`config.mk`:
```
export PLATFORM = sky130hd
export DESIGN_NAME = dos_sequencer
export DESIGN_NICKNAME = d
export VERILOG_FILES = /design/src/inc/dos_pkg.sv /design/src/design/dos_sequencer.sv
export SDC_FILE = /design/constraint.sdc
export NUM_CORES = 1
export LEC_CHECK = 0
export ABC_AREA = 1
export BUFFER_PORTS_ARGS = -buffer_cell sky130_fd_sc_hd__buf_2
export CORE_MARGIN = 3
export CORE_UTILIZATION = 60
export CTS_BUF_LIST = sky130_fd_sc_hd__clkbuf_8
export DETAILED_ROUTE_END_ITERATION = 12
export PLACE_DENSITY = 0.78
export SLEW_MARGIN = 10
export SYNTH_ARGS = -nofsm -noshare
export SYNTH_HDL_FRONTEND = slang
export SYNTH_SLANG_ARGS = --single-unit
```
`constraint.sdc`:
```
create_clock -name clk -period 2.7 [get_ports clk]
set_clock_uncertainty 0.15 [all_clocks]
set_input_delay 0.54 -clock clk [delete_from_list [all_inputs] [get_ports clk]]
set_output_delay 0.54 -clock clk [all_outputs]
set_load 0.005 [all_outputs]
```
`src/inc/dos_pkg.sv`:
```
// Constants and types for the door opener sequencer
package dos_pkg;

	// Clock rate and lamp timer step
	localparam int unsigned CLK_HZ        = 200_000_000;
	localparam int unsigned TICK_MS       = 100;
	localparam int unsigned TICK_CYCLES   = CLK_HZ / 1000 * TICK_MS;
	localparam int unsigned LAMP_PRESET   = 1800;
	localparam int unsigned LAMP_CNT_W    = 11;
	localparam int unsigned TICK_CNT_W    = 25;

	typedef enum logic [2:0] {
		DOS_DOOR_DOWN = 3'h0,
		DOS_PUSH_UP   = 3'h1,
		DOS_RAISE     = 3'h2,
		DOS_DOOR_UP   = 3'h3,
		DOS_PUSH_DOWN = 3'h4,
		DOS_LOWER     = 3'h5
	} dos_door_e;

endpackage

```
`src/design/dos_sequencer.sv`:
```
// Door opener sequencer: door state machine plus courtesy lamp process
module dos_sequencer #(
	parameter int unsigned TICK_CYCLES = dos_pkg::TICK_CYCLES,
	parameter int unsigned LAMP_PRESET = dos_pkg::LAMP_PRESET
) (
	input  wire logic clk,
	input  wire logic rst,
	input  wire logic door_button,
	input  wire logic up_limit,
	input  wire logic down_limit,
	input  wire logic obstruction_sense,
	output logic      raise_cmd,
	output logic      lower_cmd,
	output logic      lamp_out,
	output logic      lamp_timer_done
);

	typedef struct packed {
		logic [3:0]                      sync1;
		logic [3:0]                      sync2;
		dos_pkg::dos_door_e              door;
		logic                            lamp;
		logic [dos_pkg::TICK_CNT_W-1:0]  div;
		logic                            tick;
		logic [dos_pkg::LAMP_CNT_W-1:0]  lamp_cnt;
		logic                            done;
		logic                            raise;
		logic                            lower;
	} dos_state_s;

	dos_state_s st_q;
	dos_state_s st_d;

	logic btn;
	logic upl;
	logic dnl;
	logic obs;
	logic set_lamp;

	assign btn = st_q.sync2[0];
	assign upl = st_q.sync2[1];
	assign dnl = st_q.sync2[2];
	assign obs = st_q.sync2[3];

	// ------------------------------------------------------------------
	// Next-state logic
	// ------------------------------------------------------------------
	always_comb begin
		st_d     = st_q;
		set_lamp = 1'b0;
		// Pins pass two flops before use
		st_d.sync1 = {obstruction_sense, down_limit, up_limit, door_button};
		st_d.sync2 = st_q.sync1;

		// Door machine, one step per cycle
		case (st_q.door)
			dos_pkg::DOS_DOOR_DOWN: begin
				if (btn) begin
					st_d.door = dos_pkg::DOS_PUSH_UP;
				end
			end
			dos_pkg::DOS_PUSH_UP: begin
				if (!btn) begin
					st_d.door = dos_pkg::DOS_RAISE;
					set_lamp  = 1'b1;
				end
			end
			dos_pkg::DOS_RAISE: begin
				if (upl) begin
					st_d.door = dos_pkg::DOS_DOOR_UP;
				end
			end
			dos_pkg::DOS_DOOR_UP: begin
				if (btn) begin
					st_d.door = dos_pkg::DOS_PUSH_DOWN;
				end
			end
			dos_pkg::DOS_PUSH_DOWN: begin
				if (!btn) begin
					st_d.door = dos_pkg::DOS_LOWER;
					set_lamp  = 1'b1;
				end
			end
			dos_pkg::DOS_LOWER: begin
				// Obstruction wins over the down limit
				if (obs) begin
					st_d.door = dos_pkg::DOS_PUSH_UP;
				end else if (dnl) begin
					st_d.door = dos_pkg::DOS_DOOR_DOWN;
				end
			end
			default: begin
				st_d.door = dos_pkg::DOS_DOOR_DOWN;
			end
		endcase

		// Outputs follow the state being entered, so they drop on exit
		st_d.raise = (st_d.door == dos_pkg::DOS_RAISE);
		st_d.lower = (st_d.door == dos_pkg::DOS_LOWER);

		// Tick divider: free running, so only lamp steps after the first are a full 0.1 s
		st_d.tick = 1'b0;
		if (st_q.div >= dos_pkg::TICK_CNT_W'(TICK_CYCLES - 1)) begin
			st_d.div  = '0;
			st_d.tick = 1'b1;
		end else begin
			st_d.div = st_q.div + 1'b1;
		end

		// Lamp process, independent of door machine
		st_d.done = 1'b0;
		if (!st_q.lamp) begin
			st_d.lamp_cnt = '0;
		end else if (st_q.tick) begin
			if (st_q.lamp_cnt >=
			    dos_pkg::LAMP_CNT_W'(LAMP_PRESET - 1)) begin
				st_d.lamp_cnt = dos_pkg::LAMP_CNT_W'(LAMP_PRESET);
				st_d.done     = 1'b1;
			end else begin
				st_d.lamp_cnt = st_q.lamp_cnt + 1'b1;
			end
		end
		// New door activity restarts the lamp; set wins over the timeout
		if (set_lamp) begin
			st_d.lamp     = 1'b1;
			st_d.lamp_cnt = '0;
			st_d.done     = 1'b0;
		end else if (st_q.done) begin
			st_d.lamp     = 1'b0;
			// Count and flag drop with the lamp, so an idle timer reads zero
			st_d.lamp_cnt = '0;
			st_d.done     = 1'b0;
		end
	end

	always_ff @(posedge clk or posedge rst) begin
		if (rst) begin
			st_q      <= '0;
			st_q.door <= dos_pkg::DOS_DOOR_DOWN;
		end else begin
			st_q <= st_d;
		end
	end

	assign raise_cmd       = st_q.raise;
	assign lower_cmd       = st_q.lower;
	assign lamp_out        = st_q.lamp;
	assign lamp_timer_done = st_q.done;
endmodule

```
[Word level (Yosys, flattened, before mapping)]
Index checks and enable logic that the tools add are counted.
W data, S select, Z words.
Operators by class
  add/subtract/negate cells: 2
  order comparisons: 2
  eq/ne operators: 8
  mux-type cells: 21
  reductions and logical operators: 3
Operator list (count)
  $mux W12: 3
  $add A25 B1 Y25 const B: 1
  $ge A25 B25 Y1 const B: 1
  $mux W25: 1
  $mux W11: 2
  $mux W3: 7
  $pmux W3 S6: 1
  $add A11 B1 Y11 const B: 1
  $ge A11 B11 Y1 const B: 1
  $eq A3 B2 Y1 const B: 3
  $eq A3 B3 Y1 const B: 3
  $mux W1: 7
  $ne A4 B3 Y1 const B: 1
  $eq A3 B1 Y1 const B: 1
  $logic_not A3 Y1: 1
  $reduce_bool A2 Y1: 1
  $reduce_or A2 Y1: 1
Word-level totals
  flip-flop bits (word level): 52
  input port bits: 6
  output and inout port bits: 4
  logic and storage cells: 46

[Depth between registers and ports, before layout]
Gate-level depths: netlist of run 1.
  depth in word-level cells: 6
  gate-level depth with buffers: 11
  depth with buffers taken out: 10

[Worst setup path before layout of run 1]
Ideal clock, no wire load.
  path kind: register to register
  start point: register st_q[15] in the netlist's numbering
  end point: register st_q[20] in the netlist's numbering
  setup time: 0.120 ns
  data arrival time: 1.347 ns
  data required time: 2.430 ns
  setup slack: 1.083 ns
  stages on the path, launching flop included: 12
  path buffers: 1
  period minus slack after synthesis: 1.617 ns
  path through: dfrtp_1 > ha_1 > nand2_1 > inv_1 > nand2_1 > nor2_2 > nand3_1 > nand2_1 > nand2_1 > nand2_4 > buf_6 > nor2_1
RTL lines
  from (decl): line dos_sequencer.sv:31  | dos_state_s st_q;
  from (signal assigned): line dos_sequencer.sv:141  | st_q <= st_d;

[Final worst setup path of run 1]
  start point: register st_q[43] in the netlist's numbering
  end point: register st_q[6] in the netlist's numbering
On the way
  word-level cells in the longest chain between the ends: 4
  elaborated cells between the ends (all ways): 6
  classes of those cells: 3 x eq/ne; 2 x mux; 1 x reduce/logical
RTL lines
  $eq A3 B3 Y1 or $eq A3 B1 Y1 (tied branches): line dos_sequencer.sv:56  | case (st_q.door)
  $reduce_or A2 Y1 (no line) (*)
  $mux W1 (*)
  $ne A4 B3 Y1 (no line) or $mux W12 (tied branches)
Mark *: on every way between the ends. The rest lies on a longest branch, timed or not.
A chain may end at the register's enable or synchronous reset.

==> impl_summary.txt, run 1 <==
----------------------------------------------------
[Outcome]
  Result of the run ... finished clean

[Timing]
  Setup TNS Final ... 0 ns
  Worst hold slack after final layout ... 0.103 ns
  Worst max-slew margin expressed relative to the limit ... 54.1%
  Max-slew violation total from the final report ... 0
  Final Hold Fails ... 0
  Unrepaired setup endpoints after global routing ... no
  Fin crit share ... 74.8%
  Crit path time final ... 2.02 ns
  Worst-margin pin slew ... 0.686 ns
  Maximum frequency from static timing analysis ... 495 MHz
  Crit path setup slack, layout ... 0.679 ns
  Endpoints failing setup ... 0

[Power]
  Relative contribution of the clock network to total power ... 30.0%
  Switching pwr ... 0.000457 W
  Internal power summed over all cells ... 0.00108 W
  Sum of internal, switching and leakage power ... 0.00154 W
  Sw Share ... 29.7%
  Standby leakage power ... 1.35 nW
  Power per cell area ... 531 mW/mm^2
  Sequential group share of total power ... 56.2%
  Worst vdd rail ir drop ... 343 uV
  Fraction of power consumed by combinational cells ... 13.9%

[Worst setup path]
  Critical path type ... reg -> reg
  First element of the critical path ... st_q[43]
  Highest-delay cell along the critical path ... sky130_fd_sc_hd__nor2_1
  Reg-to-reg slack, setup ... 0.68 ns
  Data arrival time of the critical path ... 2.09 ns
  Cell family contributing the most delay on the critical path ... simple AND/OR/NAND/NOR gates
  Maximum net fanout on the critical path ... 11
  Worst Path Buf+Inv ... 0
  Critical R2R Launch ... st_q[43]
  Depth of the critical timing path with buffers and inverters included ... 5
  Setup crit end ... st_q[6]
  CP cell instances ... nand3_1 > nand3_1 > nor2_1 > nand3_1 > o211ai_1
  Type of element launching the critical path ... register
  FF-to-FF End ... st_q[6]
  Required time of the critical path ... 2.77 ns
  Longest individual stage delay on the worst path ... 0.55 ns
  Kind of capture point of the worst setup path ... register
  Most used cell, CP ... sky130_fd_sc_hd__nand3_1
  Register-to-Register Path Depth ... 5

[Routing]
  Number of design-rule violations left by the first detailed-router iteration ... 106
  Average vias per placed instance ... 5.23
  Vias ... 2218
  Total wirelength of the detailed-routed design ... 4930 um
  Number of antenna-violating nets in the routed design ... 0
  Final routed wire length divided by cell count ... 11.6 um
  Drt first pass iters ... 4
  Remaining DRCs ... 0

[Place]
  I/O Buffers ... 9
  Placed wire-length estimate ... 3740 um
  Cell Area, Placed ... 0.00281 mm^2
  Minimum setup slack after placement ... 0.707 ns
  RD Place Congestion ... 0.926

[Synth]
  Cell type contributing the most total cell area after synthesis ... sky130_fd_sc_hd__dfrtp_1
  Area contributors post-synth ... sky130_fd_sc_hd__dfrtp_1, sky130_fd_sc_hd__nand2_1, sky130_fd_sc_hd__nor2_1, sky130_fd_sc_hd__inv_1, sky130_fd_sc_hd__nand3_1
  Dominant synthesized flop cell ... sky130_fd_sc_hd__dfrtp_1
  Synth cell types ... 27
  Most frequent cell after synthesis ... sky130_fd_sc_hd__nand2_1
  Number of storage elements in the synthesis netlist ... 52
  Cells after Synth ... 360
  Synth top area share ... 47.9%
  Syn Std Cell Area ... 0.00272 mm^2
  Number of enable flip-flop cells after synthesis ... 0
  Commonest cells in the netlist ... sky130_fd_sc_hd__nand2_1, sky130_fd_sc_hd__nor2_1, sky130_fd_sc_hd__dfrtp_1, sky130_fd_sc_hd__inv_1, sky130_fd_sc_hd__nand3_1
  Net count after synthesis ... 368
  Sequential cell area fraction in the yosys report ... 47.9%
  Syn_area_per_cell ... 7.54 um^2
  Share of flip-flops with an asynchronous set or reset after synthesis ... 100%
  Yosys warnings ... 0

[Finish]
  Final net count ... 381
  Final Instance Area ... 0.00290 mm^2
  Antenna cells ... 0
  Synthesis-to-layout area growth ... 6.87%
  Ratio of cells with drive above 1 in the final layout ... 7.22%

[Global route]
  Number of global-route vias before repair ... 2151
  Global-route wire length before repair ... 9010 um
  Total congestion overflow after global routing ... 0
  Global-route usage over all layers ... 21.3%
  Initial antenna violation count ... 0
  Maximum number of pins on one net before global-route repair ... 28

[Floorplanning]
  Effective utilization at floorplan ... 65.1%
  Chip Height ... 73.3 um
  Site Rows ... 23
  I/O Pins ... 10
  Die width ... 73.3 um
  Die Area ... 0.00537 mm^2
  Core region area ... 0.00417 mm^2

[Clock tree]
  Count of clock tree sinks ... 52
  Number of buffers inserted during clock tree synthesis ... 5
  Resize count post-CTS ... 0
  Post-CTS Hold Fix Bufs ... 0
  TritonCTS clock tree ... done
  Clock latency at the later pin of the worst-skew pair ... 0.31 ns
  Number of buffers on the longest clock path ... 2
  Clock input transition at the sequential cells of the worst setup and hold paths ... 0.10 ns
  Htree depth ... 2
  Cell chosen for the clock root ... sky130_fd_sc_hd__clkbuf_8
  Post-CTS setup buffer count ... 0

[Flow run]
  Max-capacitance violation count ... 0

[Min path]
  Min-delay worst type ... in -> async

----------------------------------------------------
logic make-up after synthesis:
| logic type | after synthesis | synth area share [%] |
|---|---|---|
| AOI/OAI and AO/OA | 19 | 4.10 |
| adders and majority gates | 2 | 0.922 |
| and+or+nand+nor | 225 | 34.6 |
| DFF | 52 | 47.9 |
| buffers and inverters | 45 | 6.96 |
| xor gates and xnor gates | 17 | 5.48 |
area by class of cell:
cell class,instances,area (um^2)
inverter,41,154
fill,353,1270
multi-input combinational,263,1220
sequential,52,1300
clock buffer,5,68.8
timing repair buffer,10,65.1
tap,50,62.6
clock inverter,3,25.0
power by group through the flow:
stage	Combinational (W)	Clock, W	Sequential [W]
2_1_floorplan	0.000157	0	0.000873
3_3_place_gp	0.000209	0	0.000877
3_5_place_dp	0.000215	0	0.000880
4_1_cts	0.000215	0.000475	0.000865
5_1_grt	0.000248	0.000506	0.000870
6_report	0.000214	0.000462	0.000866
worst min-delay path by stage:
stage	endpoint	depth (start not counted)	slack [ns]
2_1_floorplan	btn	0	0.18
6_report	lamp_out	2	0.10
4_1_cts	lamp_out	2	0.13
3_3_place_gp	st_q[45]	0	0.18
3_5_place_dp	obs	0	0.19
5_1_grt	lamp_timer_done	2	0.14
layout by cell type (no fill, tap or decap), types with 6 or more instances in the layout:
cell                      synthesis  layout
sky130_fd_sc_hd__nand2_1        100     100
sky130_fd_sc_hd__dfrtp_1         52      52
sky130_fd_sc_hd__buf_2            1       9
sky130_fd_sc_hd__nand3_1         27      27
sky130_fd_sc_hd__inv_1           41      40
sky130_fd_sc_hd__a21oi_1          8       8
sky130_fd_sc_hd__nor3_1           6       6
sky130_fd_sc_hd__nor2_1          77      77
sky130_fd_sc_hd__xnor2_1          6       6
sky130_fd_sc_hd__xor2_1          11      11
sequential cells by signal (all words and copies together) (netlist names):
name / count
lamp_timer_done: 1
st_q: 41
lamp_out: 1
raise_cmd: 1
st_d: 4
dnl: 1
lower_cmd: 1
obs: 1
btn: 1
per-stage QoR:
step,utilization (%),instances
2_1_floorplan,-,360
3_3_place_gp,67.3,416
3_5_place_dp,67.3,416
4_1_cts,69.5,424
5_1_grt,69.5,424
6_report,69.5,424
layer usage:
layer  wire [um]  global-route usage (%)  part of all wire (%)  vias up
met5           0                       0                     0        -
met4          93                    7.58                   1.9        0
met3         119                    4.51                   2.4       10
met2        2360                    36.1                    48       20
met1        2350                    27.0                    48     1040
li1            -                       -                     -     1148
(Power assumes the default switching activity.)
==> inputs of run 2 (changes only) <==
--- a/config.mk
+++ b/config.mk
@@ -5,13 +5,13 @@
 export SDC_FILE = /design/constraint.sdc
 export NUM_CORES = 1
 export LEC_CHECK = 0
-export ABC_AREA = 1
+export ABC_AREA = 0
 export BUFFER_PORTS_ARGS = -buffer_cell sky130_fd_sc_hd__buf_2
 export CORE_MARGIN = 3
-export CORE_UTILIZATION = 60
+export CORE_UTILIZATION = 57
 export CTS_BUF_LIST = sky130_fd_sc_hd__clkbuf_8
 export DETAILED_ROUTE_END_ITERATION = 12
-export PLACE_DENSITY = 0.78
+export PLACE_DENSITY = 0.77
 export SLEW_MARGIN = 10
 export SYNTH_ARGS = -nofsm -noshare
 export SYNTH_HDL_FRONTEND = slang
==> constraint.sdc (replaced) <==
create_clock -name clk -period 1.7 [get_ports clk]
set_clock_uncertainty 0.15 [all_clocks]
set_input_delay 0.34 -clock clk [delete_from_list [all_inputs] [get_ports clk]]
set_output_delay 0.34 -clock clk [all_outputs]
set_load 0.005 [all_outputs]
==> impl_summary.txt, run 2 <==
----------------------------------------------------
[Outcome]
  Violations in the final reports ... negative setup slack
  Result of the run ... finished with violations

[Worst setup path]
  Required time of the critical path ... 1.76 ns
  Maximum net fanout on the critical path ... 5
  CP cell instances ... or3_4 > or3_4 > a2111oi_4 > buf_4 > buf_6 > nor3_2
  Critical path type ... reg -> reg
  Data arrival time of the critical path ... 2.12 ns
  Cell family contributing the most delay on the critical path ... simple AND/OR/NAND/NOR gates
  Longest individual stage delay on the worst path ... 0.39 ns
  Worst Path Buf+Inv ... 2
  Most used cell, CP ... sky130_fd_sc_hd__or3_4
  Highest-delay cell along the critical path ... sky130_fd_sc_hd__dfrtp_1
  Kind of capture point of the worst setup path ... register
  Type of element launching the critical path ... register

[Synth]
  Syn Std Cell Area ... 0.00265 mm^2
  Share of flip-flops with an asynchronous set or reset after synthesis ... 100%
  Area contributors post-synth ... sky130_fd_sc_hd__dfrtp_1, sky130_fd_sc_hd__xor2_1, sky130_fd_sc_hd__nand3_1, sky130_fd_sc_hd__a211oi_2, sky130_fd_sc_hd__nor3_1
  Dominant synthesized flop cell ... sky130_fd_sc_hd__dfrtp_1
  Number of storage elements in the synthesis netlist ... 52
  Yosys warnings ... 0
  Syn_area_per_cell ... 10.4 um^2
  Net count after synthesis ... 263
  Synth cell types ... 48
  Most frequent cell after synthesis ... sky130_fd_sc_hd__dfrtp_1
  Commonest cells in the netlist ... sky130_fd_sc_hd__dfrtp_1, sky130_fd_sc_hd__nand3_1, sky130_fd_sc_hd__nand2_1, sky130_fd_sc_hd__nor3_1, sky130_fd_sc_hd__xor2_1
  Synth top area share ... 49.2%
  Cells after Synth ... 255
  Number of enable flip-flop cells after synthesis ... 0
  Cell type contributing the most total cell area after synthesis ... sky130_fd_sc_hd__dfrtp_1
  Sequential cell area fraction in the yosys report ... 49.2%

[Finish]
  Antenna cells ... 0
  Leading cell types in the layout, fill and taps excluded ... sky130_fd_sc_hd__buf_4, sky130_fd_sc_hd__dfrtp_1, sky130_fd_sc_hd__nand2_1
  Core utilization of the finished layout ... 81.2%
  Final net count ... 340
  Top register by number of flip-flops ... st_q
  Flip-flop count of the largest register, all copies and words added ... 41
  Most common cell after layout, fill and taps aside ... sky130_fd_sc_hd__buf_4
  Ratio of cells with drive above 1 in the final layout ... 40.5%
  Synthesis-to-layout area growth ... 35.5%

[Clock tree]
  Count of clock tree sinks ... 52
  Clock input transition at the sequential cells of the worst setup and hold paths ... 0.11 ns
  Htree depth ... 2
  Cell chosen for the clock root ... sky130_fd_sc_hd__clkbuf_8
  TritonCTS clock tree ... done
  Clock latency at the later pin of the worst-skew pair ... 0.32 ns
  Number of buffers on the longest clock path ... 2
  Number of buffers inserted during clock tree synthesis ... 5

[Global route]
  Maximum number of pins on one net before global-route repair ... 53
  Global-route wire length before repair ... 10900 um
  Total congestion overflow after global routing ... 0
  Initial antenna violation count ... 0
  Number of global-route vias before repair ... 2311
  Global-route usage over all layers ... 26.2%

[Min path]
  Min-delay worst type ... reg -> reg

[Routing]
  Drt first pass iters ... 4
  Remaining DRCs ... 0
  Average vias per placed instance ... 6.15
  Total wirelength of the detailed-routed design ... 7050 um
  Final routed wire length divided by cell count ... 18.3 um
  Number of design-rule violations left by the first detailed-router iteration ... 211
  Vias ... 2366
  Number of antenna-violating nets in the routed design ... 0

[Power]
  Sequential group share of total power ... 55.7%
  Standby leakage power ... 1.49 nW
  Sum of internal, switching and leakage power ... 0.00244 W
  Sw Share ... 29.4%
  Fraction of power consumed by combinational cells ... 12.8%
  Internal power summed over all cells ... 0.00172 W
  Switching pwr ... 0.000715 W
  Worst vdd rail ir drop ... 621 uV
  Relative contribution of the clock network to total power ... 31.5%
  Power per cell area ... 680 mW/mm^2

[Flow run]
  Max-capacitance violation count ... 0

[Floorplanning]
  Die width ... 74.1 um
  Site Rows ... 24
  Core region area ... 0.00441 mm^2
  I/O Pins ... 10
  Effective utilization at floorplan ... 59.9%
  Die Area ... 0.00549 mm^2
  Chip Height ... 74.1 um

[Timing]
  Fin crit share ... 121%
  Endpoints failing setup ... 32
  Worst max-slew margin expressed relative to the limit ... 74.4%
  Worst-margin pin slew ... 0.384 ns
  Final Hold Fails ... 0
  Crit path time final ... 2.06 ns
  Crit path setup slack, layout ... -0.364 ns
  Unrepaired setup endpoints after global routing ... yes
  Maximum frequency from static timing analysis ... 485 MHz
  Max-slew violation total from the final report ... 0

[Place]
  RD Place Congestion ... 0.876
  Placed wire-length estimate ... 4170 um
  I/O Buffers ... 9

----------------------------------------------------
[run 2: changes by cell type in the layout (fill, tap and decap cells not counted), sizes merged, moves of 8 or more]
cell    before  now
or3          0    8
nand2      103   18
nand3       28   20
a211oi       0   11
nor2        80    6
buf         10   78
inv         43    3
nand2b       0   11
nor3         6   19
[run 2: timing repair]
action,in CTS,in global routing
gates resized for setup,12,26
gates cloned,1,0
buffers inserted,3,4
pin swaps,5,14
hold endpoints to repair,56,0
hold buffers,5,0
setup endpoints to repair,31,37
[run 2: through the flow]
stage | setup TNS [ns] | area, um^2 | cells | setup WS (ns) | hold WS (ns)
2_1_floorplan | -8.61 | 2700 | 255 | -0.370 | 0.181
3_3_place_gp | -6.57 | 3210 | 365 | -0.283 | 0.182
3_5_place_dp | -7.55 | 3210 | 365 | -0.324 | 0.186
4_1_cts | -7.69 | 3430 | 382 | -0.326 | 0.204
5_1_grt | -11.13 | 3580 | 385 | -0.446 | 0.224
6_report | -8.70 | 3580 | 385 | -0.364 | 0.202
[run 2: power by group through the flow]
stage / Sequential (W) / Combinational [W] / Clock, W
global placement: 0.00137 / 0.000272 / 0
floorplan: 0.00136 / 0.000182 / 0
CTS: 0.00135 / 0.000289 / 0.000772
detailed placement: 0.00137 / 0.000278 / 0
global route: 0.00137 / 0.000339 / 0.000825
finish: 0.00136 / 0.000312 / 0.000766
[run 2: worst paths after layout]
path | start | endpoint | slack (ns) | cells past startpoint
setup reg to reg | st_q[32] | st_q[18] | -0.36 | 6
min in group asynchronous | rst | lamp_timer_done | 0.47 | 4
hold reg to reg | st_d[46] | dnl | 0.20 | 0
hold / removal | st_d[46] | dnl | 0.20 | 0
max in group asynchronous | rst | st_q[37] | 0.68 | 4
setup / recovery | st_q[32] | st_q[18] | -0.36 | 6
[run 2: routing by layer]
metal / track usage [%] / routed length, um / vias up
li1: - / - / 1110
met1: 33.3 / 2970 / 1183
met2: 45.3 / 3710 / 54
met3: 4.73 / 202 / 19
met4: 8.25 / 160 / 0
met5: 0 / 0 / -
[run 2: kinds of logic (layout without fill, tap and decap cells)]
| group | count (synthesis) | count (layout) | synth area share [%] |
|---|---|---|---|
| AO/OA/AOI/OAI | 48 | 48 | 14.6 |
| buffers and inverters | 16 | 94 | 3.07 |
| adder cells (fa/ha/maj) | 2 | 2 | 0.946 |
| flip-flops | 52 | 52 | 49.2 |
| XOR/XNOR | 14 | 14 | 4.64 |
| AND/OR/NAND/NOR | 123 | 123 | 27.6 |
[run 2: area by class of cell]
class | instances | area, um^2
multi-input cells | 187 | 1430
flip-flops and latches | 52 | 1300
fillers | 240 | 831
repair buffers | 83 | 676
clock buffers | 5 | 68.8
well taps | 52 | 65.1
clock inverters | 3 | 27.5
inverters | 3 | 15.0
[run 2: worst reg2reg max path: cells and delay by family, from the launching register on]
kind	cells	cell delay, ns
buffers and inverters	2	0.32
AO/OA/AOI/OAI	1	0.26
flip-flops	1	0.39
AND/OR/NAND/NOR	3	0.84
